File: src/mux_decode_pkg.sv
// constants, types and decode function for the multiplexed-bus strobe decoder
package mux_decode_pkg;

	localparam int          ADDR_W        = 16;
	localparam int          DATA_W        = 8;
	localparam int          PORT_N        = 8;
	localparam int          SYNC_STAGES   = 2;
	localparam logic [15:0] RD_BASE_RST   = 16'h1000;
	localparam logic [15:0] WR_BASE_RST   = 16'h1800;
	localparam logic [7:0]  STROBE_IDLE   = 8'hFF;
	localparam logic [7:0]  DATA_RST      = 8'h00;
	localparam logic [15:0] ADDR_RST      = 16'h0000;

	typedef logic [PORT_N-1:0] strobe_t;

	// active-low one-of-eight select when addr lies in base..base+7
	function automatic strobe_t strobe_decode
	(
		input logic [15:0] addr,
		input logic [15:0] base,
		input logic        en
	);
		strobe_t     res;
		logic [15:0] off;
		res = STROBE_IDLE;
		off = addr - base;
		if (en && (addr >= base) && (off < 16'h0008))
		begin
			res[off[2:0]] = 1'b0;
		end
		return res;
	endfunction

endpackage

File: src/port_strobe_if.sv
// carrier between the decoder and the output register bank
`timescale 1ns/10ps
interface port_strobe_if;
	import mux_decode_pkg::*;

	logic [7:0]                load_n;
	logic [7:0]                load_data;
	logic [PORT_N-1:0][7:0]    port_q;

	modport decoder (output load_n, output load_data, input port_q);
	modport bank    (input load_n, input load_data, output port_q);
endinterface

File: src/port_bank.sv
// eight output registers loaded on the rising edge of their write strobe
`timescale 1ns/10ps
module port_bank
	import mux_decode_pkg::*;
(
	input  wire logic       clk_i,
	input  wire logic       rst_n_i,
	input  wire logic       ce_i,
	port_strobe_if.bank     st
);

	logic [7:0]             load_n_d_r;
	logic [PORT_N-1:0][7:0] port_r;

	always_ff @(posedge clk_i)
	begin
		if (!rst_n_i)
			load_n_d_r <= STROBE_IDLE;
		else if (ce_i)
			load_n_d_r <= st.load_n;
	end

	// load on low-to-high transition of each strobe
	always_ff @(posedge clk_i)
	begin
		if (!rst_n_i)
		begin
			for (int i = 0; i < PORT_N; i++)
				port_r[i] <= DATA_RST;
		end
		else if (ce_i)
		begin
			for (int i = 0; i < PORT_N; i++)
				if (st.load_n[i] && !load_n_d_r[i])
					port_r[i] <= st.load_data;
		end
	end

	assign st.port_q = port_r;

	a_load_on_rise: assert property (@(posedge clk_i) disable iff (!rst_n_i)
		(ce_i && st.load_n[0] && !load_n_d_r[0]) |=> (port_r[0] == $past(st.load_data)))
		else $error("output port 0 not loaded on strobe rise");

	a_hold_no_edge: assert property (@(posedge clk_i) disable iff (!rst_n_i)
		(ce_i && !(st.load_n[3] && !load_n_d_r[3])) |=> $stable(port_r[3]))
		else $error("output port 3 changed without a strobe rise");

endmodule

File: src/mux_bus_addr_decode_strobes.sv
// demultiplexes the processor bus and decodes read and write port strobes
`timescale 1ns/10ps
module mux_bus_addr_decode_strobes
	import mux_decode_pkg::*;
#(
	parameter logic [15:0] RD_BASE = RD_BASE_RST,
	parameter logic [15:0] WR_BASE = WR_BASE_RST
)
(
	input  wire logic                   clk_i,
	input  wire logic                   rst_n_i,
	input  wire logic                   ce_i,
	input  wire logic                   addr_phase_strobe_i,
	input  wire logic                   rw_i,
	input  wire logic [7:0]             addr_hi_i,
	input  wire logic [7:0]             ad_i,
	output logic      [7:0]             ad_o,
	output logic                        ad_oe_o,
	output logic      [15:0]            addr_o,
	output logic      [7:0]             input_port_select_n_o,
	output logic      [7:0]             output_port_load_n_o,
	input  wire logic [PORT_N-1:0][7:0] in_port_i,
	output logic      [PORT_N-1:0][7:0] out_port_o
);

	logic                   as_s1_r;
	logic                   as_s2_r;
	logic                   as_d_r;
	logic                   rw_s1_r;
	logic                   rw_s2_r;
	logic [7:0]             ad_s1_r;
	logic [7:0]             ad_s2_r;
	logic [7:0]             hi_s1_r;
	logic [7:0]             hi_s2_r;
	logic [PORT_N-1:0][7:0] in_s1_r;
	logic [PORT_N-1:0][7:0] in_s2_r;
	logic [7:0]             addr_lo_r;
	logic [7:0]             addr_hi_r;
	logic                   cycle_open_r;
	logic [7:0]             data_hold_r;
	logic [7:0]             rd_n_r;
	logic [7:0]             wr_n_r;
	logic [7:0]             ad_r;
	logic                   ad_oe_r;
	logic [15:0]            addr_r;
	logic [15:0]            addr_nxt;
	logic                   data_phase;
	strobe_t                rd_n_nxt;
	strobe_t                wr_n_nxt;
	logic [7:0]             rd_data_nxt;

	port_strobe_if st ();

	// two-stage synchronisers on all pins from the processor and the board
	always_ff @(posedge clk_i)
	begin
		if (!rst_n_i)
		begin
			as_s1_r <= 1'b0;
			as_s2_r <= 1'b0;
			rw_s1_r <= 1'b1;
			rw_s2_r <= 1'b1;
			ad_s1_r <= DATA_RST;
			ad_s2_r <= DATA_RST;
			hi_s1_r <= DATA_RST;
			hi_s2_r <= DATA_RST;
			in_s1_r <= '0;
			in_s2_r <= '0;
		end
		else if (ce_i)
		begin
			as_s1_r <= addr_phase_strobe_i;
			as_s2_r <= as_s1_r;
			rw_s1_r <= rw_i;
			rw_s2_r <= rw_s1_r;
			ad_s1_r <= ad_i;
			ad_s2_r <= ad_s1_r;
			hi_s1_r <= addr_hi_i;
			hi_s2_r <= hi_s1_r;
			in_s1_r <= in_port_i;
			in_s2_r <= in_s1_r;
		end
	end

	// address latch: transparent while the strobe is high, holds after it falls
	always_ff @(posedge clk_i)
	begin
		if (!rst_n_i)
		begin
			addr_lo_r <= DATA_RST;
			addr_hi_r <= DATA_RST;
			as_d_r    <= 1'b0;
		end
		else if (ce_i)
		begin
			as_d_r <= as_s2_r;
			if (as_s2_r)
			begin
				addr_lo_r <= ad_s2_r;
				addr_hi_r <= hi_s2_r;
			end
		end
	end

	// no strobes until a first address phase has been seen
	always_ff @(posedge clk_i)
	begin
		if (!rst_n_i)
			cycle_open_r <= 1'b0;
		else if (ce_i && as_s2_r)
			cycle_open_r <= 1'b1;
	end

	// write data captured during the data phase; bus turns to address when strobe rises
	always_ff @(posedge clk_i)
	begin
		if (!rst_n_i)
			data_hold_r <= DATA_RST;
		else if (ce_i && data_phase)
			data_hold_r <= ad_s2_r;
	end

	always_comb
	begin
		addr_nxt    = {addr_hi_r, addr_lo_r};
		data_phase  = cycle_open_r && !as_s2_r;
		rd_n_nxt    = strobe_decode(addr_nxt, RD_BASE, data_phase && rw_s2_r);
		wr_n_nxt    = strobe_decode(addr_nxt, WR_BASE, data_phase && !rw_s2_r);
		rd_data_nxt = DATA_RST;
		for (int i = 0; i < PORT_N; i++)
			if (!rd_n_nxt[i])
				rd_data_nxt = in_s2_r[i];
	end

	always_ff @(posedge clk_i)
	begin
		if (!rst_n_i)
		begin
			rd_n_r <= STROBE_IDLE;
			wr_n_r <= STROBE_IDLE;
			addr_r <= ADDR_RST;
		end
		else if (ce_i)
		begin
			rd_n_r <= rd_n_nxt;
			wr_n_r <= wr_n_nxt;
			addr_r <= addr_nxt;
		end
	end

	// selected input buffer drives the bus while its strobe is low
	always_ff @(posedge clk_i)
	begin
		if (!rst_n_i)
		begin
			ad_r    <= DATA_RST;
			ad_oe_r <= 1'b0;
		end
		else if (ce_i)
		begin
			ad_r    <= rd_data_nxt;
			ad_oe_r <= (rd_n_nxt != STROBE_IDLE);
		end
	end

	assign st.load_n    = wr_n_r;
	assign st.load_data = data_hold_r;

	port_bank u_bank
	(
		.clk_i   (clk_i),
		.rst_n_i (rst_n_i),
		.ce_i    (ce_i),
		.st      (st.bank)
	);

	assign ad_o                  = ad_r;
	assign ad_oe_o               = ad_oe_r;
	assign addr_o                = addr_r;
	assign input_port_select_n_o = rd_n_r;
	assign output_port_load_n_o  = wr_n_r;
	assign out_port_o            = st.port_q;

	a_one_strobe_max: assert property (@(posedge clk_i) disable iff (!rst_n_i)
		$countones(~{rd_n_r, wr_n_r}) <= 1)
		else $error("more than one port strobe asserted");

	a_no_strobe_addr: assert property (@(posedge clk_i) disable iff (!rst_n_i)
		(ce_i && as_s2_r) |=> (rd_n_r == STROBE_IDLE && wr_n_r == STROBE_IDLE))
		else $error("strobe asserted during address phase");

	a_addr_latch_hold: assert property (@(posedge clk_i) disable iff (!rst_n_i)
		(ce_i && !as_s2_r) |=> $stable(addr_lo_r))
		else $error("low address changed while strobe low");

	a_addr_latch_cap: assert property (@(posedge clk_i) disable iff (!rst_n_i)
		(ce_i && as_s2_r) |=> (addr_lo_r == $past(ad_s2_r)))
		else $error("low address not captured while strobe high");

	a_read_decode: assert property (@(posedge clk_i) disable iff (!rst_n_i)
		(ce_i && data_phase && rw_s2_r && addr_nxt == RD_BASE) |=> !rd_n_r[0])
		else $error("read strobe 0 not decoded");

	a_write_decode: assert property (@(posedge clk_i) disable iff (!rst_n_i)
		(ce_i && data_phase && !rw_s2_r && addr_nxt == WR_BASE + 16'h0007)
		|=> !wr_n_r[7] && rd_n_r == STROBE_IDLE)
		else $error("write strobe 7 not decoded");

	a_read_no_write: assert property (@(posedge clk_i) disable iff (!rst_n_i)
		(ce_i && !rw_s2_r) |=> (rd_n_r == STROBE_IDLE))
		else $error("read strobe without read direction");

	a_bus_drive: assert property (@(posedge clk_i) disable iff (!rst_n_i)
		(rd_n_r != STROBE_IDLE) == ad_oe_r)
		else $error("bus drive does not match read strobe");

	a_read_data: assert property (@(posedge clk_i) disable iff (!rst_n_i)
		(ce_i && !rd_n_nxt[2]) |=> (ad_r == $past(in_s2_r[2])))
		else $error("read data not from selected input port");

	a_addr_out: assert property (@(posedge clk_i) disable iff (!rst_n_i)
		ce_i |=> (addr_o == $past({addr_hi_r, addr_lo_r})))
		else $error("address output does not follow latch");

	c_read_cycle:  cover property (@(posedge clk_i) disable iff (!rst_n_i)
		$fell(as_s2_r) ##[1:4] ad_oe_r);
	c_write_cycle: cover property (@(posedge clk_i) disable iff (!rst_n_i)
		!wr_n_r[1] ##1 wr_n_r[1]);
	c_back_to_back: cover property (@(posedge clk_i) disable iff (!rst_n_i)
		!wr_n_r[7] ##[1:40] !rd_n_r[0]);
	c_ce_freeze:   cover property (@(posedge clk_i) disable iff (!rst_n_i)
		!ce_i && !rd_n_r[4]);

endmodule

File: config.mk
export PLATFORM = sky130hd
export DESIGN_NAME = mux_bus_addr_decode_strobes
export DESIGN_NICKNAME = d
export VERILOG_FILES = /design/src/mux_decode_pkg.sv /design/src/port_strobe_if.sv /design/src/port_bank.sv /design/src/mux_bus_addr_decode_strobes.sv
export SDC_FILE = /design/constraint.sdc
export NUM_CORES = 1
export LEC_CHECK = 0
export ABC_CLOCK_PERIOD_IN_PS = 1800
export BUFFER_PORTS_ARGS = -buffer_cell sky130_fd_sc_hd__clkbuf_2
export CAP_MARGIN = 25
export CORE_ASPECT_RATIO = 1.4
export CORE_MARGIN = 4
export CORE_UTILIZATION = 30
export CTS_CLUSTER_DIAMETER = 40
export DETAILED_ROUTE_END_ITERATION = 7
export SLEW_MARGIN = 20
export SYNTH_ARGS = -nofsm -noshare
export SYNTH_HDL_FRONTEND = slang
export SYNTH_SLANG_ARGS = --single-unit
File: constraint.sdc
create_clock -name clk_i -period 1.8 [get_ports clk_i]
set_clock_uncertainty 0.05 [all_clocks]
set_input_delay 0.09 -clock clk_i [delete_from_list [all_inputs] [get_ports clk_i]]
set_output_delay 0.09 -clock clk_i [all_outputs]
set_load 0.05 [all_outputs]
==> results.tsv <==
metric	value	unit
syn_nets	1204	
num-nets-final	1475	
fillCellCount	3908	
hold_viol	0	
clk_latency	510	ps
cts_buffers	37	
grt_start_max_net_pins	82	
die_area	43330	sq um
combPwrFrac	0.064	
cp_max_fo	10	
drc_errors	0	
ant_nets	0	
via_count	8545	
core	39490	sq um
n_antenna_cell	0	
slew_violations	0	
area_delta_synth_final	30.99	%
first_iter_violations	349	
min_period	1697	ps
worstMarginPinSlew	570.2	ps
synth_cell_types	44	
setup_violations	0	
slew_headroom	0.6186	
hp-class	in -> reg	
yosys.area.top_type	dfxtp_1	
worst_setup_path_start_kind	register	
p_sw	3436	uW
cts_tree	done	
cts_buffer_depth	3	
endpoint_kind	register	
rsz0062_at_grt	false	
synthFlopType	dfxtp_1	
io_buffers	189	
dpl.hpwl	22.79	mm
synth_area_leaders	dfxtp_1 50%, mux2i_1 23%, nor2b_1 13%	
grt_use_total	0.1444	
criticalPathCategory	reg -> reg	
fmax	589.2	MHz
synth_edf_count	0	
period_share	0.9429	
row_count	86	
start_util	0.3040	
critPathArrivalTime	2040	ps
placed_area	13560	sq um
multi_input_area	5542	sq um
grt_overflow	0	
place.gp.congestion	0.8324	
seq_area	6048	sq um
fp.dieH	244.7	um
clk_pin_slew	60	ps
async_flop_share	0	
wl_per_cell	16.40	um
ir_worst_vdd	0.0006697	V
clock-sinks	302	
post_cts_buffers	0	
synth_seq_cells	302	
post-route-cell-area	15730	sq um
drv_cap	0	
critPathRequiredTime	2140	ps
p_clk_frac	0.472	
dieWidth	177.1	um
io_pins	190	
drive_above_1_share	0.2098	
viasPerCell	4.407	
intPower	11630	uW
yosys_warnings	0	
antenna_found_initial	0	
syn_inst	1117	
switching_share	0.2280	
syn_area	12010	sq um
yosysSeqAreaShare	0.5035	
power_frac_seq	0.464	
cts_htree_levels	2	
grt_pass1_wl	49.45	mm
drt-total-wl	31.79	mm
dr.pass1.iters	4	
synth_top_area_share	0.5035	
cts_root_buf	clkbuf_16	
status	finished, final reports clean	
synth_area_per_cell	10.75	sq um
tns	0	ps
power_leakage	0.006906	uW
grt_pass1_vias	8416	
power.density	958.1	nW/um^2
[registers in the layout, indices dropped and copies added, names as in the netlist]
| signal | count |
|---|---|
| in_s1_r | 64 |
| in_s2_r | 64 |
| u_bank.st.port_q | 64 |
| addr_o | 16 |
| ad_o | 8 |
| ad_s1_r | 8 |
| ad_s2_r | 8 |
| addr_hi_r | 8 |
| addr_lo_r | 8 |
| data_hold_r | 8 |
| hi_s1_r | 8 |
| hi_s2_r | 8 |
| input_port_select_n_o | 8 |
| output_port_load_n_o | 8 |
| u_bank.load_n_d_r | 8 |
| ad_oe_o | 1 |
| as_s1_r | 1 |
| as_s2_r | 1 |
| cycle_open_r | 1 |
| rw_s1_r | 1 |
| rw_s2_r | 1 |
[per-stage QoR]
stage | setup slack, ps | total power [uW] | utilization | cells | hold slack [ps]
6_report | 102.8 | 15070 | 0.3983 | 1939 | 41.29
3_3_place_gp | -12.92 | 7921 | 0.3433 | 1779 | 265.3
4_1_cts | 40.05 | 15300 | 0.3981 | 1939 | 2.072
2_1_floorplan | 316.4 | 7654 | - | 1117 | 168.4
3_5_place_dp | 1.031 | 7932 | 0.3433 | 1779 | 275.4
5_1_grt | 24.21 | 15670 | 0.3983 | 1939 | 77.58
[repair_timing]
item	4_1_cts	5_1_grt
resized for setup	1	2
setup endpoints to repair	1	5
gates cloned	0	0
endpoints found under the hold margin	110	0
hold buffers	98	0
[final cells by class]
cell class | count | share of cell area
Tap cell | 528 | 0.04200
Clock buffer | 47 | 0.06508
Timing Repair Buffer | 320 | 0.1441
Sequential cell | 302 | 0.3846
Clock inverter | 15 | 0.01002
Multi-Input combinational cell | 719 | 0.3523
Inverter | 8 | 0.001909
[power groups by stage]
stage | clock (uW) | sequential (uW) | combinational, uW
after detailed placement | 0 | 7140 | 796
after global routing | 7600 | 7000 | 1060
after global placement | 0 | 7130 | 786
final | 7120 | 6990 | 966
after CTS | 7330 | 6990 | 979
after floorplan | 0 | 7080 | 572
[cell usage after synthesis (2+ instances only)]
library cell and count:
o21ai_1 2, mux2i_1 278, a211oi_2 2, nor2b_1 253, ha_1 2, a21oi_1 7
nand2b_1 7, o21ai_0 3, inv_1 8, nor3_1 4, clkbuf_1 42, buf_2 41
nand4_1 2, a21boi_0 18, nand3b_1 10, o32a_1 2, buf_4 4, a22oi_1 5
nor4b_2 2, nor4_1 2, nor2_1 18, o32ai_1 5, mux2_2 2, a221o_1 4
dfxtp_1 302, a32o_1 3, nand2_1 62, o221ai_1 11
[worst max-delay path: stages, from the launching register on]
cell and delay (ps):
dfxtp_1 330, nor4_2 310, and3_2 280, buf_12 130, nand2_4 90, o32ai_1 320, nand2_1 80
[placed cells by master, fill, tap and decap left out, types with 2 or more instances in the layout]
| master | count |
|---|---|
| a211oi_2 | 2 |
| clkbuf_8 | 6 |
| a22oi_1 | 5 |
| buf_12 | 6 |
| clkbuf_1 | 4 |
| a21oi_1 | 7 |
| clkinvlp_4 | 4 |
| clkinv_8 | 2 |
| nor2_1 | 18 |
| o21ai_1 | 2 |
| o32ai_1 | 5 |
| o221ai_1 | 11 |
| a21boi_0 | 18 |
| clkinv_2 | 2 |
| a32o_1 | 3 |
| nand2b_1 | 7 |
| o21ai_0 | 3 |
| inv_6 | 4 |
| clkbuf_16 | 37 |
| mux2i_1 | 278 |
| nor3_1 | 4 |
| inv_1 | 8 |
| nand2_1 | 62 |
| nor4b_2 | 2 |
| mux2_2 | 2 |
| o32a_1 | 2 |
| nand4_1 | 2 |
| dlygate4sd3_1 | 98 |
| buf_4 | 27 |
| ha_1 | 2 |
| dfxtp_1 | 300 |
| nand3b_1 | 10 |
| a221o_1 | 4 |
| clkbuf_2 | 187 |
| nor2b_1 | 253 |
| dfxtp_2 | 2 |
[cells by family (layout without fill, tap and decap cells)]
| logic type | count (synthesis) | in the layout | synth area share |
|---|---|---|---|
| AOI/OAI and AO/OA | 65 | 65 | 0.04252 |
| DFF | 302 | 302 | 0.5035 |
| buffers and inverters | 96 | 390 | 0.03554 |
| xor gates and xnor gates | 2 | 2 | 0.001459 |
| adders and majority gates | 2 | 2 | 0.002084 |
| and+or+nand+nor | 369 | 369 | 0.1790 |
| muxes | 281 | 281 | 0.2358 |
[final timing paths]
kind / startpoint / to / slack [ps] / depth (start not counted)
worst max-delay path: addr_lo_r[5] / input_port_select_n_o[3] / 100 / 6
worst min-delay path: ce_i / ad_o[6] / 40 / 3
worst max register to register: addr_lo_r[5] / input_port_select_n_o[3] / 100 / 6
worst min register to register: u_bank.load_n_d_r[1] / u_bank.load_n_d_r[1] / 410 / 2
[routing by layer]
layer | track usage | vias up | share of wire
met4 | 0.03780 | 0 | 0.022
met1 | 0.1683 | 3972 | 0.40
li1 | - | 4338 | -
met5 | 0 | - | 0
met2 | 0.2625 | 189 | 0.52
met3 | 0.03620 | 46 | 0.060
Power figures use the tool's default switching activity.
